[config.mk]
export PLATFORM = sky130hd
export DESIGN_NAME = fds_status
export DESIGN_NICKNAME = d
export VERILOG_FILES = /design/src/fds_pkg.sv /design/src/fds_qual_if.sv /design/src/fds_settle.sv /design/src/fds_status.sv
export SDC_FILE = /design/constraint.sdc
export NUM_CORES = 2
export LEC_CHECK = 0
export ABC_AREA = 0
export BUFFER_PORTS_ARGS = -buffer_cell sky130_fd_sc_hd__buf_2
export CAP_MARGIN = 15
export CORE_MARGIN = 2
export CORE_UTILIZATION = 60
export CTS_CLUSTER_SIZE = 30
export DETAILED_ROUTE_END_ITERATION = 10
export GPL_TIMING_DRIVEN = 0
export PLACE_DENSITY = 0.8
export SKIP_LAST_GASP = 1
export SLEW_MARGIN = 20
export SYNTH_ARGS = -nofsm -noshare
export SYNTH_HDL_FRONTEND = slang
export SYNTH_SLANG_ARGS = --single-unit
[constraint.sdc]
create_clock -name clk_sys -period 10.6 [get_ports clk_sys]
set_input_delay 2.12 -clock clk_sys [delete_from_list [all_inputs] [get_ports clk_sys]]
set_output_delay 2.12 -clock clk_sys [all_outputs]
set_load 0.02 [all_outputs]
[src/fds_pkg.sv]
// Constants, register map and types of the flow status diagnostics block
package fds_pkg;
  // Time base
  localparam int CLK_PERIOD_NS = 40;
  localparam int MS_NS = 1000000;
  localparam int MS_CYCLES_DFLT = MS_NS / CLK_PERIOD_NS;
  localparam int SEC_MS = 1000;
  localparam int MS_CNT_W = 16;

  // Register byte offsets
  localparam logic [7:0] OFF_DEV_COND = 8'h00;
  localparam logic [7:0] OFF_WARN_COND = 8'h04;
  localparam logic [7:0] OFF_ALARM_ACT = 8'h08;
  localparam logic [7:0] OFF_ERROR_ACT = 8'h0C;
  localparam logic [7:0] OFF_ALARM_MASK = 8'h10;
  localparam logic [7:0] OFF_WARN_MASK = 8'h14;
  localparam logic [7:0] OFF_LOWER_TRIP = 8'h18;
  localparam logic [7:0] OFF_UPPER_TRIP = 8'h1C;
  localparam logic [7:0] OFF_FLOW_HYST = 8'h20;
  localparam logic [7:0] OFF_FLOW_SETTLE = 8'h24;
  localparam logic [7:0] OFF_ZREC_TIME = 8'h28;
  localparam logic [7:0] OFF_ZTOL_SETTLE = 8'h2C;
  localparam logic [7:0] OFF_ZTOL_BAND = 8'h30;
  localparam logic [7:0] OFF_CHOKE_LIM = 8'h34;
  localparam logic [7:0] OFF_CHOKE_SETTLE = 8'h38;
  localparam logic [7:0] OFF_VALVE_MAX = 8'h3C;
  localparam logic [7:0] OFF_CTRL = 8'h40;
  localparam logic [7:0] OFF_RAMP_TIME = 8'h44;
  localparam logic [7:0] OFF_IRQ_STATUS = 8'h48;
  localparam logic [7:0] OFF_IRQ_MASK = 8'h4C;

  // Reset values
  localparam logic [31:0] MASK_RST = 32'hFFFFFFFF;
  localparam logic [15:0] CFG16_RST = 16'h0000;
  localparam logic [15:0] VALVE_MAX_RST = 16'hFFFF;
  localparam logic [3:0] IRQ_RST = 4'h0;

  // Device condition word bits
  localparam int DS_FLOW_VALID = 1;
  localparam int DS_TEMP_VALID = 2;
  localparam int DS_ZEROING = 3;
  localparam int DS_ZERO_REC = 4;
  localparam int DS_ZERO_BLOCKED = 5;
  localparam int DS_VALVE_OVR = 6;
  localparam int DS_CTRL_OVR = 7;
  localparam int DS_ERROR = 8;
  localparam int DS_ALARM = 9;
  localparam int DS_WARNING = 10;
  localparam int DS_BTN_DIS = 11;
  localparam int DS_RAMPING = 12;

  // Warning, alarm and control bits
  localparam int WN_LOW_FLOW = 0;
  localparam int WN_HIGH_FLOW = 1;
  localparam int WN_CHOKED = 3;
  localparam int WN_ZERO_DRIFT = 4;
  localparam int WN_BAD_ZERO = 5;
  localparam int AL_CHOKED = 3;
  localparam int CTRL_BTN_DIS = 0;

  // Choked flow fractions: valve 70 %, time 30 %
  localparam int CHOKE_VALVE_NUM = 7;
  localparam int CHOKE_TIME_NUM = 3;
  localparam int CHOKE_DEN = 10;
  localparam int CHOKE_LIM_FRAC = 8;

  // Settle qualifier slots
  localparam int Q_LOW_SET = 0;
  localparam int Q_LOW_CLR = 1;
  localparam int Q_HIGH_SET = 2;
  localparam int Q_HIGH_CLR = 3;
  localparam int Q_CHOKE = 4;
  localparam int Q_ZERO_SP = 5;
  localparam int NUM_Q = 6;

  // Interrupt status bits
  localparam int IRQ_LOW = 0;
  localparam int IRQ_HIGH = 1;
  localparam int IRQ_CHOKE = 2;
  localparam int IRQ_ZREC = 3;

  typedef enum logic [1:0] {
    VO_NORMAL = 2'h0,
    VO_OFF = 2'h1,
    VO_PURGE = 2'h2,
    VO_CLOSED = 2'h3
  } fds_valve_type;

  typedef enum logic [1:0] {
    CO_NORMAL = 2'h0,
    CO_OFF = 2'h1,
    CO_PURGE = 2'h2,
    CO_FIXED = 2'h3
  } fds_ctrl_type;

  typedef enum logic [1:0] {
    RAMP_IDLE = 2'h0,
    RAMP_MOVING = 2'h1
  } fds_ramp_type;
endpackage

[src/fds_qual_if.sv]
// Link between the status core and one settling-time qualifier
`timescale 1ns/1ps
interface fds_qual_if #(
  parameter int W = 16
);
  logic tick;
  logic cond;
  logic [W-1:0] limit;
  logic met;
  modport owner (output tick, output cond, output limit, input met);
  modport timer (input tick, input cond, input limit, output met);
endinterface

[src/fds_settle.sv]
// Millisecond settling-time qualifier
`timescale 1ns/1ps
module fds_settle #(
  parameter int W = 16
) (
  input wire logic clk_sys,
  input wire logic rst,
  fds_qual_if.timer q
);
  logic [W-1:0] count;
  logic [W-1:0] next_count;
  wire logic at_max = &count;

  generate
    if (W < 2) begin : g_chk
      $error("fds_settle: W must be at least 2");
    end
  endgenerate

  // Restart whenever the condition lapses, saturate at the top
  assign next_count = !q.cond ? '0 : (q.tick && !at_max) ? count + 1'b1 : count; // RL19
  assign q.met = q.cond && (count > q.limit); // RL19

  always_ff @(posedge clk_sys) begin
    if (rst) begin
      count <= '0;
    end else begin
      count <= next_count;
    end
  end
endmodule

[src/fds_status.sv]
// Device status and flow warning evaluation with register port
//
// Summary of operation
// RL1: Flow valid bit follows sensor nominal state
// RL2: Temperature valid bit follows sensor state
// RL3: Zeroing bit high while zero runs
// RL4: Zero recommended after power-on interval elapses
// RL5: Success means no bad-zero or drift warning
// RL6: Zero recommended when idle flow drifts
// RL7: Zero recommended clears only on success
// RL8: Zero blocked bit and refused zero requests
// RL9: Valve override bit when override not normal
// RL10: Control override bit when control overridden
// RL11: Error, alarm, warning summary bits
// RL12: Button disable setting mirrored in bit 11
// RL13: Ramping bit while moving to setpoint
// RL14: Low flow warning with settle and hysteresis
// RL15: High flow warning with settle and hysteresis
// RL16: Choked warning disabled under four conditions
// RL17: Choked warning from flow and valve position
// RL18: Mask bit zero suppresses alarm or warning
// RL19: Settle counters restart when condition lapses
//
// The address-and-strobe port and the register offsets were decided locally.
`timescale 1ns/1ps
module fds_status
  import fds_pkg::*;
#(
  parameter int MS_CYCLES = MS_CYCLES_DFLT
) (
  input wire logic clk_sys,
  input wire logic rst,
  input wire logic [7:0] reg_addr,
  input wire logic [31:0] reg_wdata,
  input wire logic reg_wr,
  input wire logic reg_rd,
  output logic [31:0] reg_rdata,
  input wire logic flow_ok,
  input wire logic temp_ok,
  input wire logic zero_busy,
  input wire logic zero_done,
  input wire logic zero_req,
  output logic zero_start,
  input wire logic signed [15:0] flow,
  input wire logic [15:0] setpoint,
  input wire logic [15:0] ramp_setpoint,
  input wire logic [15:0] valve_pos,
  input wire logic [1:0] valve_override,
  input wire logic [1:0] ctrl_override,
  input wire logic safe_state,
  input wire logic safe_valve_closed,
  input wire logic [31:0] error_word,
  input wire logic [31:0] alarm_raw,
  input wire logic [31:0] warn_raw,
  output logic [31:0] device_condition_word,
  output logic [31:0] warning_condition_word,
  output logic zero_blocked,
  output logic irq
);
  generate
    if (MS_CYCLES < 1) begin : g_chk
      $error("fds_status: MS_CYCLES must be at least 1");
    end
  endgenerate

  function automatic logic hit(input logic [7:0] a, input logic [7:0] off);
    hit = (a == off);
  endfunction

  // Configuration and interrupt registers
  logic [31:0] alarm_mask;
  logic [31:0] warn_mask;
  logic signed [15:0] flow_lower_trip;
  logic signed [15:0] flow_upper_trip;
  logic [15:0] flow_hyst;
  logic [15:0] flow_settle;
  logic [15:0] zrec_time;
  logic [15:0] ztol_settle;
  logic [15:0] ztol_band;
  logic [CHOKE_LIM_FRAC-1:0] choke_lim;
  logic [15:0] choke_settle;
  logic [15:0] valve_max;
  logic btn_disable;
  logic [15:0] ramp_time;
  logic [3:0] irq_status;
  logic [3:0] irq_mask;

  // Time base
  logic [$clog2(MS_CYCLES+1)-1:0] ms_div;
  logic [9:0] sec_div;
  wire logic ms_tick = (ms_div == ($clog2(MS_CYCLES+1))'(MS_CYCLES - 1));
  wire logic sec_tick = ms_tick && (sec_div == 10'(SEC_MS - 1));

  always_ff @(posedge clk_sys) begin
    if (rst) begin
      ms_div <= '0;
      sec_div <= '0;
    end else begin
      ms_div <= ms_tick ? '0 : ms_div + 1'b1;
      sec_div <= sec_tick ? '0 : ms_tick ? sec_div + 1'b1 : sec_div;
    end
  end

  // Register writes
  wire logic we_amask = reg_wr && hit(reg_addr, OFF_ALARM_MASK);
  wire logic we_wmask = reg_wr && hit(reg_addr, OFF_WARN_MASK);
  wire logic we_lo = reg_wr && hit(reg_addr, OFF_LOWER_TRIP);
  wire logic we_hi = reg_wr && hit(reg_addr, OFF_UPPER_TRIP);
  wire logic we_hyst = reg_wr && hit(reg_addr, OFF_FLOW_HYST);
  wire logic we_fset = reg_wr && hit(reg_addr, OFF_FLOW_SETTLE);
  wire logic we_zrec = reg_wr && hit(reg_addr, OFF_ZREC_TIME);
  wire logic we_ztset = reg_wr && hit(reg_addr, OFF_ZTOL_SETTLE);
  wire logic we_ztband = reg_wr && hit(reg_addr, OFF_ZTOL_BAND);
  wire logic we_clim = reg_wr && hit(reg_addr, OFF_CHOKE_LIM);
  wire logic we_cset = reg_wr && hit(reg_addr, OFF_CHOKE_SETTLE);
  wire logic we_vmax = reg_wr && hit(reg_addr, OFF_VALVE_MAX);
  wire logic we_ctrl = reg_wr && hit(reg_addr, OFF_CTRL);
  wire logic we_ramp = reg_wr && hit(reg_addr, OFF_RAMP_TIME);
  wire logic we_istat = reg_wr && hit(reg_addr, OFF_IRQ_STATUS);
  wire logic we_imask = reg_wr && hit(reg_addr, OFF_IRQ_MASK);

  always_ff @(posedge clk_sys) begin
    if (rst) begin
      alarm_mask <= MASK_RST;
      warn_mask <= MASK_RST;
      flow_lower_trip <= CFG16_RST;
      flow_upper_trip <= CFG16_RST;
      flow_hyst <= CFG16_RST;
      flow_settle <= CFG16_RST;
      zrec_time <= CFG16_RST;
      ztol_settle <= CFG16_RST;
      ztol_band <= CFG16_RST;
      choke_lim <= '0;
      choke_settle <= CFG16_RST;
      valve_max <= VALVE_MAX_RST;
      btn_disable <= 1'b0;
      ramp_time <= CFG16_RST;
      irq_mask <= IRQ_RST;
    end else begin
      if (we_amask) alarm_mask <= reg_wdata;
      if (we_wmask) warn_mask <= reg_wdata;
      if (we_lo) flow_lower_trip <= reg_wdata[15:0];
      if (we_hi) flow_upper_trip <= reg_wdata[15:0];
      if (we_hyst) flow_hyst <= reg_wdata[15:0];
      if (we_fset) flow_settle <= reg_wdata[15:0];
      if (we_zrec) zrec_time <= reg_wdata[15:0];
      if (we_ztset) ztol_settle <= reg_wdata[15:0];
      if (we_ztband) ztol_band <= reg_wdata[15:0];
      if (we_clim) choke_lim <= reg_wdata[CHOKE_LIM_FRAC-1:0];
      if (we_cset) choke_settle <= reg_wdata[15:0];
      if (we_vmax) valve_max <= reg_wdata[15:0];
      if (we_ctrl) btn_disable <= reg_wdata[CTRL_BTN_DIS];
      if (we_ramp) ramp_time <= reg_wdata[15:0];
      if (we_imask) irq_mask <= reg_wdata[3:0];
    end
  end

  // Masked alarm view and summaries
  wire logic [31:0] alarm_act = alarm_raw & alarm_mask; // RL18
  wire logic any_error = |error_word;
  wire logic any_alarm = |alarm_act;

  // Settle qualifiers
  fds_qual_if #(.W(MS_CNT_W)) qif [NUM_Q] ();
  logic [NUM_Q-1:0] q_cond;
  logic [NUM_Q-1:0] q_met;
  logic [MS_CNT_W-1:0] q_limit [NUM_Q];

  genvar gi;
  generate
    for (gi = 0; gi < NUM_Q; gi++) begin : g_q
      assign qif[gi].tick = ms_tick;
      assign qif[gi].cond = q_cond[gi];
      assign qif[gi].limit = q_limit[gi];
      assign q_met[gi] = qif[gi].met;
      fds_settle #(.W(MS_CNT_W)) u_settle (
        .clk_sys(clk_sys),
        .rst(rst),
        .q(qif[gi])
      );
    end
  endgenerate

  // Flow trip comparisons with hysteresis
  wire logic signed [16:0] flow_x = 17'(flow);
  wire logic signed [16:0] lo_clr_lvl = 17'(flow_lower_trip) + $signed({1'b0, flow_hyst});
  wire logic signed [16:0] hi_clr_lvl = 17'(flow_upper_trip) - $signed({1'b0, flow_hyst});
  assign q_cond[Q_LOW_SET] = flow_ok && (flow < flow_lower_trip); // RL14
  assign q_cond[Q_LOW_CLR] = flow_ok && (flow_x > lo_clr_lvl); // RL14
  assign q_cond[Q_HIGH_SET] = flow_ok && (flow > flow_upper_trip); // RL15
  assign q_cond[Q_HIGH_CLR] = flow_ok && (flow_x < hi_clr_lvl); // RL15
  assign q_limit[Q_LOW_SET] = flow_settle;
  assign q_limit[Q_LOW_CLR] = flow_settle;
  assign q_limit[Q_HIGH_SET] = flow_settle;
  assign q_limit[Q_HIGH_CLR] = flow_settle;

  // Choked flow: flow below limit fraction of setpoint, valve above 70 %
  wire logic signed [25:0] flow_scaled = 26'(flow) <<< CHOKE_LIM_FRAC;
  wire logic [23:0] lim_prod = choke_lim * setpoint;
  wire logic [19:0] valve_scaled = 20'(valve_pos) * 20'(CHOKE_DEN);
  wire logic [19:0] valve_lvl = 20'(valve_max) * 20'(CHOKE_VALVE_NUM);
  wire logic [19:0] choke_ms_x = 20'(choke_settle) * 20'(CHOKE_TIME_NUM);
  wire logic choke_off = !flow_ok || alarm_raw[AL_CHOKED] || (setpoint == 16'h0000)
    || (valve_override == VO_OFF); // RL16
  wire logic choke_cond = (flow_scaled < $signed({2'b00, lim_prod}))
    && (valve_scaled > valve_lvl); // RL17
  assign q_cond[Q_CHOKE] = !choke_off && choke_cond; // RL17
  assign q_limit[Q_CHOKE] = 16'(choke_ms_x / 20'(CHOKE_DEN)); // RL17

  // Zero out of tolerance
  assign q_cond[Q_ZERO_SP] = (setpoint == 16'h0000); // RL6
  assign q_limit[Q_ZERO_SP] = ztol_settle;
  wire logic [15:0] flow_abs = flow[15] ? 16'(-flow) : 16'(flow);
  wire logic zero_tol_hit = (ztol_band != 16'h0000) && q_met[Q_ZERO_SP]
    && ({flow_abs, 1'b0} > {1'b0, ztol_band}); // RL6

  // Warning bits
  logic warn_low;
  logic warn_high;
  logic warn_choke;
  wire logic next_warn_low = !flow_ok ? 1'b0 : q_met[Q_LOW_SET] ? 1'b1
    : q_met[Q_LOW_CLR] ? 1'b0 : warn_low; // RL14
  wire logic next_warn_high = !flow_ok ? 1'b0 : q_met[Q_HIGH_SET] ? 1'b1
    : q_met[Q_HIGH_CLR] ? 1'b0 : warn_high; // RL15
  wire logic next_warn_choke = q_met[Q_CHOKE]; // RL17

  // Zero recommended: power-on seconds since last success
  logic [15:0] since_zero;
  logic zero_rec;
  wire logic zero_ok = zero_done && !warn_raw[WN_BAD_ZERO] && !warn_raw[WN_ZERO_DRIFT]; // RL5
  wire logic zero_age_hit = (zrec_time != 16'h0000) && (since_zero > zrec_time); // RL4
  wire logic next_zero_rec = zero_ok ? 1'b0 : (zero_age_hit || zero_tol_hit) ? 1'b1
    : zero_rec; // RL7

  always_ff @(posedge clk_sys) begin
    if (rst) begin
      warn_low <= 1'b0;
      warn_high <= 1'b0;
      warn_choke <= 1'b0;
      since_zero <= 16'h0000;
      zero_rec <= 1'b0;
    end else begin
      warn_low <= next_warn_low;
      warn_high <= next_warn_high;
      warn_choke <= next_warn_choke;
      if (zero_ok) begin
        since_zero <= 16'h0000; // RL4
      end else if (sec_tick && !(&since_zero)) begin
        since_zero <= since_zero + 16'h0001; // RL4
      end
      zero_rec <= next_zero_rec;
    end
  end

  // Ramp tracking
  fds_ramp_type ramp_state;
  fds_ramp_type next_ramp_state;
  logic [15:0] setpoint_prev;
  wire logic sp_changed = (setpoint != setpoint_prev);

  always_comb begin
    next_ramp_state = ramp_state;
    case (ramp_state)
      RAMP_IDLE: begin
        if (sp_changed && ramp_time != 16'h0000) next_ramp_state = RAMP_MOVING; // RL13
      end
      RAMP_MOVING: begin
        if (ramp_time == 16'h0000 || ramp_setpoint == setpoint) begin
          next_ramp_state = RAMP_IDLE; // RL13
        end
      end
      default: next_ramp_state = RAMP_IDLE;
    endcase
  end

  // Zero inhibit
  wire logic vo_bad = (valve_override != VO_NORMAL) && (valve_override != VO_CLOSED);
  wire logic next_zero_blocked = (setpoint != 16'h0000) || vo_bad
    || (safe_state && !safe_valve_closed) || any_alarm || any_error; // RL8

  // Composed words
  logic [31:0] next_warn_word;
  logic [31:0] next_dev_word;
  always_comb begin
    next_warn_word = warn_raw;
    next_warn_word[WN_LOW_FLOW] = next_warn_low;
    next_warn_word[WN_HIGH_FLOW] = next_warn_high;
    next_warn_word[WN_CHOKED] = next_warn_choke;
    next_warn_word = next_warn_word & warn_mask; // RL18
    next_dev_word = 32'h00000000;
    next_dev_word[DS_FLOW_VALID] = flow_ok; // RL1
    next_dev_word[DS_TEMP_VALID] = temp_ok; // RL2
    next_dev_word[DS_ZEROING] = zero_busy; // RL3
    next_dev_word[DS_ZERO_REC] = next_zero_rec; // RL4
    next_dev_word[DS_ZERO_BLOCKED] = next_zero_blocked; // RL8
    next_dev_word[DS_VALVE_OVR] = (valve_override != VO_NORMAL); // RL9
    next_dev_word[DS_CTRL_OVR] = (ctrl_override != CO_NORMAL); // RL10
    next_dev_word[DS_ERROR] = any_error; // RL11
    next_dev_word[DS_ALARM] = any_alarm; // RL11
    next_dev_word[DS_WARNING] = |next_warn_word; // RL11
    next_dev_word[DS_BTN_DIS] = btn_disable; // RL12
    next_dev_word[DS_RAMPING] = (next_ramp_state == RAMP_MOVING); // RL13
  end

  // Interrupt events on warning and recommendation rising edges
  wire logic [3:0] irq_event = {next_zero_rec && !zero_rec, next_warn_choke && !warn_choke,
    next_warn_high && !warn_high, next_warn_low && !warn_low};
  wire logic [3:0] irq_clr = we_istat ? reg_wdata[3:0] : 4'h0;
  wire logic [3:0] next_irq_status = (irq_status & ~irq_clr) | irq_event;

  always_ff @(posedge clk_sys) begin
    if (rst) begin
      ramp_state <= RAMP_IDLE;
      setpoint_prev <= 16'h0000;
      device_condition_word <= 32'h00000000;
      warning_condition_word <= 32'h00000000;
      zero_blocked <= 1'b1;
      zero_start <= 1'b0;
      irq_status <= IRQ_RST;
      irq <= 1'b0;
    end else begin
      ramp_state <= next_ramp_state;
      setpoint_prev <= setpoint;
      device_condition_word <= next_dev_word;
      warning_condition_word <= next_warn_word;
      zero_blocked <= next_zero_blocked;
      zero_start <= zero_req && !next_zero_blocked; // RL8
      irq_status <= next_irq_status;
      irq <= |(next_irq_status & irq_mask);
    end
  end

  // Register read, data one cycle after the strobe
  logic [31:0] rd_mux;
  always_comb begin
    case (reg_addr)
      OFF_DEV_COND: rd_mux = device_condition_word;
      OFF_WARN_COND: rd_mux = warning_condition_word;
      OFF_ALARM_ACT: rd_mux = alarm_act;
      OFF_ERROR_ACT: rd_mux = error_word;
      OFF_ALARM_MASK: rd_mux = alarm_mask;
      OFF_WARN_MASK: rd_mux = warn_mask;
      OFF_LOWER_TRIP: rd_mux = {16'h0000, flow_lower_trip};
      OFF_UPPER_TRIP: rd_mux = {16'h0000, flow_upper_trip};
      OFF_FLOW_HYST: rd_mux = {16'h0000, flow_hyst};
      OFF_FLOW_SETTLE: rd_mux = {16'h0000, flow_settle};
      OFF_ZREC_TIME: rd_mux = {16'h0000, zrec_time};
      OFF_ZTOL_SETTLE: rd_mux = {16'h0000, ztol_settle};
      OFF_ZTOL_BAND: rd_mux = {16'h0000, ztol_band};
      OFF_CHOKE_LIM: rd_mux = {24'h000000, choke_lim};
      OFF_CHOKE_SETTLE: rd_mux = {16'h0000, choke_settle};
      OFF_VALVE_MAX: rd_mux = {16'h0000, valve_max};
      OFF_CTRL: rd_mux = {31'h00000000, btn_disable};
      OFF_RAMP_TIME: rd_mux = {16'h0000, ramp_time};
      OFF_IRQ_STATUS: rd_mux = {28'h0000000, irq_status};
      OFF_IRQ_MASK: rd_mux = {28'h0000000, irq_mask};
      default: rd_mux = 32'h00000000;
    endcase
  end

  always_ff @(posedge clk_sys) begin
    if (rst) begin
      reg_rdata <= 32'h00000000;
    end else begin
      reg_rdata <= reg_rd ? rd_mux : 32'h00000000;
    end
  end
endmodule

* Word level (Yosys, flattened, before mapping)
Cells that the tools add are included.
Cells by class: reductions and logical operators 106, eq/ne operators 27, muxes and demuxes 14, bitwise gates (word level) 13, magnitude comparators 14, add/subtract/negate cells 12, div/mod/pow operators 1, multiply operators 4
Operator list (count):
- 32-bit one-hot mux with 20 select lines | 1
- 16-bit greater-than comparator | 8
- 16-bit by 1-bit adder with 16-bit output (second input constant) | 7
- 16-bit AND reduction | 7
- 32-bit OR reduction | 3
- 32-bit AND | 2
- 8-bit by 6-bit == test with 1-bit output (second input constant) | 8
- 16-bit nonzero test | 4
- 1-bit logical AND | 49
- 16-bit by 3-bit multiplier with 19-bit output (second input constant) | 2
- 8-bit by 5-bit == test with 1-bit output (second input constant) | 4
- 8-bit by 7-bit == test with 1-bit output (second input constant) | 4
- 16-bit zero test | 2
- 24-bit by 25-bit < comparator with 1-bit output | 1
- 8-bit by 16-bit multiplier with 24-bit output | 1
- 18-bit by 4-bit divider with 20-bit output (second input constant) | 1
- 20-bit by 19-bit greater-than comparator with 1-bit output | 1
- 2-bit OR reduction | 10
- 16-bit by 2-bit multiplier with 18-bit output (second input constant) | 1
- 16-bit by 17-bit adder with 17-bit output | 1
- 16-bit by 17-bit greater-than comparator with 1-bit output | 1
- 17-bit by 16-bit greater-than comparator with 1-bit output | 1
- 1-bit zero test | 17
- 16-bit by 17-bit < comparator with 1-bit output | 1
- other kinds (27) | 54
Storage, ports and cells: output and inout bits 99, logic and storage cells 229, bits in registers 499

* Depth between registers and ports, before layout
word-level depth 11, gate-level depth with buffers 42

* Hierarchy
A second synthesis with hierarchy kept.
Second synthesis, totals: cell total of the unflattened synthesis 4565, area total of the unflattened synthesis 36460.0 µm²
By module, submodules not included:
- fds_status | times used 1, cells an instance 3683, area an instance 29087.9 µm², sequential area each 7647.3 µm²
- fds_settle | times used 6, cells an instance 147, area an instance 1228.7 µm², sequential area each 320.3 µm²

* Worst setup path before layout
Ideal clock, no wire load.
path kind in2reg, from input setpoint[1], to register warning_condition_word[3], cell stages on the path 36, required time 10.541 ns, path slack 1.646 ns, data arrival time 8.895 ns, cell sequence clkbuf_1 > and2_1 > fa_1 > fa_1 > inv_1 > fa_1 > fa_1 > inv_1 > ha_1 > inv_1 > o21ai_0 > a21oi_1 > o21ai_0 > a21oi_1 > o21ai_0 > a21oi_1 > o21ai_0 > a21oi_1 > o21ai_0 > a21oi_1 > o21ai_0 > a21oi_1 > o21ai_0 > a21oi_1 > xnor2_1 > ha_1 > nor2b_1 > o21ai_0 > nand2b_1 > a21oi_1 > nor3_1 > and3_1 > or4_1 > clkbuf_1 > nor3_1 > and2_1
Between the ends: word-level cells in the longest chain between the ends 7
Ends and longest elaborated chain:
- from (decl) | line fds_status.sv:45 | input wire logic [15:0] setpoint,
- branches (longest 4 deep; another with 24-bit by 25-bit < comparator with 1-bit output)
- 1-bit logical AND * | line fds_status.sv:207 | assign q_cond[Q_CHOKE] = !choke_off && choke_cond;
- 1-bit logical AND * | line fds_settle.sv:22 | assign q.met = q.cond && (count > q.limit);
- 32-bit AND * | line fds_status.sv:289 | next_warn_word = next_warn_word & warn_mask;
- to (signal assigned) | line fds_status.sv:325 | warning_condition_word <= next_warn_word;
- to (decl) | line fds_status.sv:56 | output logic [31:0] warning_condition_word,
Mark *: on every way between the ends. A chain may end at the register's enable or synchronous reset.

* Worst setup path after layout
from register choke_settle[1], to register irq
Between the ends: word-level cells in the longest chain between the ends 8
Ends and longest elaborated chain:
- from (decl) | line fds_status.sv:81 | logic [15:0] choke_settle;
- from (signal assigned) | line fds_status.sv:150 | if (we_cset) choke_settle <= reg_wdata[15:0];
- 16-bit by 2-bit multiplier with 18-bit output | line fds_status.sv:202 | wire logic [19:0] choke_ms_x = 20'(choke_settle) * 20'(CHOKE_TIME_NUM);
- 18-bit by 4-bit divider with 20-bit output | line fds_status.sv:208 | assign q_limit[Q_CHOKE] = 16'(choke_ms_x / 20'(CHOKE_DEN));
- 16-bit greater-than comparator | line fds_settle.sv:22
- 1-bit logical AND | line fds_settle.sv:22
- 1-bit logical AND | line fds_status.sv:306 | wire logic [3:0] irq_event = {next_zero_rec && !zero_rec, next_warn_choke && !warn_choke,
- 4-bit OR | line fds_status.sv:309 | wire logic [3:0] next_irq_status = (irq_status & ~irq_clr) | irq_event;
- 4-bit AND | line fds_status.sv:329 | irq <= |(next_irq_status & irq_mask);
- 4-bit OR reduction | line fds_status.sv:329
- to (signal assigned) | line fds_status.sv:329
- to (decl) | line fds_status.sv:58 | output logic irq
Every way passes these cells.

==> summary.txt <==
Outcome
  • Status: complete, but fails checks
  • Failing checks: design-rule violations

Clocking
  • Reg clk slew, reported paths: 0.06 ns
  • CTS tree: built
  • Root Driver: clkbuf_16
  • Post-CTS Setup Bufs: 0
  • Worst skew pair latency: 0.63 ns
  • Clock sinks: 478
  • Hold Buf Count CTS: 0
  • Post-CTS resize count: 0
  • Num CTS Buffers: 50
  • H-tree lvl count: 2
  • Bufs on Longest Clock Path: 3

Placed design
  • Placed cells: 5462
  • DP Area: 0.0378 mm²
  • Port bufs: 290
  • Dpl hpwl: 103 mm
  • Pre-CTS setup slack: -0.351 ns
  • Placer's final routability congestion estimate: 1.08

Route
  • DR pass1 iterations: 11
  • DR WL/cell: 24.0 µm
  • DR vias: 35200
  • DRT Wirelength: 133 mm
  • Via density: 6.34
  • DRT antenna net count: 0
  • Drt drc: 7
  • Initial DRC Count: 3967

Critical path
  • Setup CP Type: reg -> reg
  • Critical R2R Launch: choke_settle[1]
  • Worst setup startpoint: choke_settle[1]
  • CP most frequent cell: nor2_1
  • Critical Path RT: 11.05 ns
  • Slowest stage delay, CP: 0.88 ns
  • CP max-delay cell: a2111oi_1
  • Delay-heaviest family, CP: compound AO/OA/AOI/OAI gates
  • Worst setup EP type: flop
  • R2r setup slk: 0.57 ns
  • Worst path bufs/invs: 3
  • Worst-path maximum fanout: 10
  • CP Launch Type: flop
  • Critical path arrival: 10.48 ns

Synth
  • Yosys cell types: 112
  • Yosys synthesis warning count: 0
  • EDFF count, synth: 0
  • Mux contribution to synthesized area: 0.479%
  • Register bit total from synthesis: 478
  • Adder-Cell Fraction of Synth Area: 19.3%
  • Largest family of logic cells by synthesized area: simple AND/OR/NAND/NOR gates
  • Complex-gate fraction of the synthesized area: 18.1%
  • Top-area cell type share of the netlist area: 27.1%
  • Cell taking the most area after synthesis: dfxtp_1
  • Async SR Flop Fraction: 0%
  • Simple-gate area share of the yosys netlist: 22.5%
  • Post-Synth XOR/XNOR Area: 6.48%
  • Post-synthesis cell area: 0.0353 mm²
  • Synth Flop Type: dfxtp_1
  • Most frequent cell after synthesis: nand2_1
  • Sequential-to-total area share from yosys stat: 27.1%
  • Cells after synthesis: 4386
  • Synth cell count leaders: nand2_1, dfxtp_1, ha_1
  • Synth area leaders: dfxtp_1, ha_1, nand2_1
  • Mapped Avg Cell Area: 8.05 µm²

Die
  • Starting density of the core: 60.9%
  • Area of the core: 0.0579 mm²
  • Die X: 247 µm
  • Ports: 314
  • Die H: 247 µm
  • Row count: 88
  • Die ar.: 0.0608 mm²

Power
  • Cell Pwr Density: 104 mW/mm²
  • Max VDD drop: 0.000136 V
  • LEAKAGE: 0.0166 µW

Timing
  • Tmin final: 10.03 ns
  • Final Hold Viols: 0
  • Worst Clk Skew: 0.0218 ns
  • Worst hold slack: 0.463 ns
  • Final setup violation count: 0
  • Max Clock Freq: 0.0997 GHz
  • Period Utilization, post-route: 94.7%
  • Slew Limit Headroom: 9.98%
  • Worst setup margin: 0.565 ns
  • Pins Over Slew Limit: 0
  • Worst-Margin Slew: 1.35 ns

Final layout
  • Area Growth Syn to Fin: 12.0%
  • Post-route insts no fill: 5557
  • Post-route cell area: 0.0395 mm²
  • Fraction of layout cells with a size suffix above 1: 9.78%
  • Final nets: 5442
  • Final Util: 68.2%

Global routing
  • First-pass GRT wire length: 199 mm
  • Vias in the first global route: 33200
  • Pin count of the biggest net entering global routing: 15
  • Initial antenna violation count: 14
  • GRT met3 Usage: 11.5%
  • Grt met1 use: 52.9%
  • Global Route Usage Sum: 43.3%
  • Global route hottest layer: met2
  • Global Route met2 Usage: 65.9%
  • Gr ovfl total: 0

Flow run
  • Max-Cap Viols: 0

Worst hold path
  • Hold Path Origin: ms_div[0]
  • Worst min-delay path class: reg -> reg
[routing by layer]
metal  vias up  share of wire (%)
met5         -              0.055
met4        12                8.9
met3       651                 11
met2      2212                 42
met1     16400                 38
li1      16000                  -
[layout make-up]
type | instances | area [µm²]
Inverter | 312 | 1170
Tap cell | 765 | 957
Buffer | 225 | 967
Clock buffer | 67 | 1400
Timing Repair Buffer | 291 | 1460
Clock inverter | 22 | 303
Multi-Input combinational cell | 3390 | 23700
Antenna cell | 7 | 17.5
Fill cell | 4966 | 18400
Sequential cell | 478 | 9570
[cell usage in the layout (no fill, tap or decap), types with 72 or more instances in the layout]
master    instances
clkbuf_1        192
fa_1            104
nor2_1          300
a21o_1           81
xnor2_1         149
xor2_1          107
dfxtp_1         478
o21ai_0         118
buf_2           298
a21oi_1         348
nand3b_1         72
and2_1           75
nand4_1          88
nand2_1         692
ha_1            375
nand3_1         119
inv_1           310
a22oi_1          78
[path summary, 6_finish.rpt]
path | end | depth (start not counted)
worst min register to register | ms_div[0] | 1
worst max-delay path | irq | 38
worst min-delay path | ms_div[0] | 1
worst max register to register | irq | 38
[registers in the layout, indices dropped and copies added (netlist names), 12 cells and up]
name	cells
ztol_band	16
flow_upper_trip	16
setpoint_prev	16
ms_div	15
choke_settle	16
device_condition_word	12
flow_hyst	16
valve_max	16
flow_settle	16
warn_mask	32
g_q.u_settle.count	96
since_zero	16
reg_rdata	32
alarm_mask	32
qif.limit	16
ramp_time	16
zrec_time	16
warning_condition_word	32
flow_lower_trip	16
[through the flow]
step	total power, µW	TNS (ns)
floorplan	2100	0
global placement	2290	-0.658
detailed placement	2290	-0.954
CTS	4110	0
global route	4220	-0.0363
finish	4130	0
[kinds of logic (layout without fill, tap and decap cells)]
logic type | Yosys count | count (layout)
XOR/XNOR | 258 | 258
multiplexers | 16 | 16
AO/OA/AOI/OAI | 950 | 950
AND/OR/NAND/NOR | 1664 | 1664
flip-flops | 478 | 478
adder cells (fa/ha/maj) | 481 | 481
buffers and inverters | 538 | 917
other | 1 | 28
[worst reg2reg max path, delay by kind of cell, from the launching register on]
kind / cells / cell delay [ns]
compound gates: 21 / 5.50
xor+xnor: 1 / 0.34
fa+ha+maj: 3 / 0.93
buf+inv: 3 / 0.85
flops: 1 / 0.48
mux: 1 / 0.09
simple gates: 9 / 1.70
[report_power, final]
part           total (µW)  internal, µW  leakage [µW]  switching [µW]
sequential           1830          1810       0.00387            16.2
combinational         448           158        0.0120             290
clock                1850          1050      0.000818             799
total                4130          3020        0.0166            1110
Power figures use the tool's default switching activity.
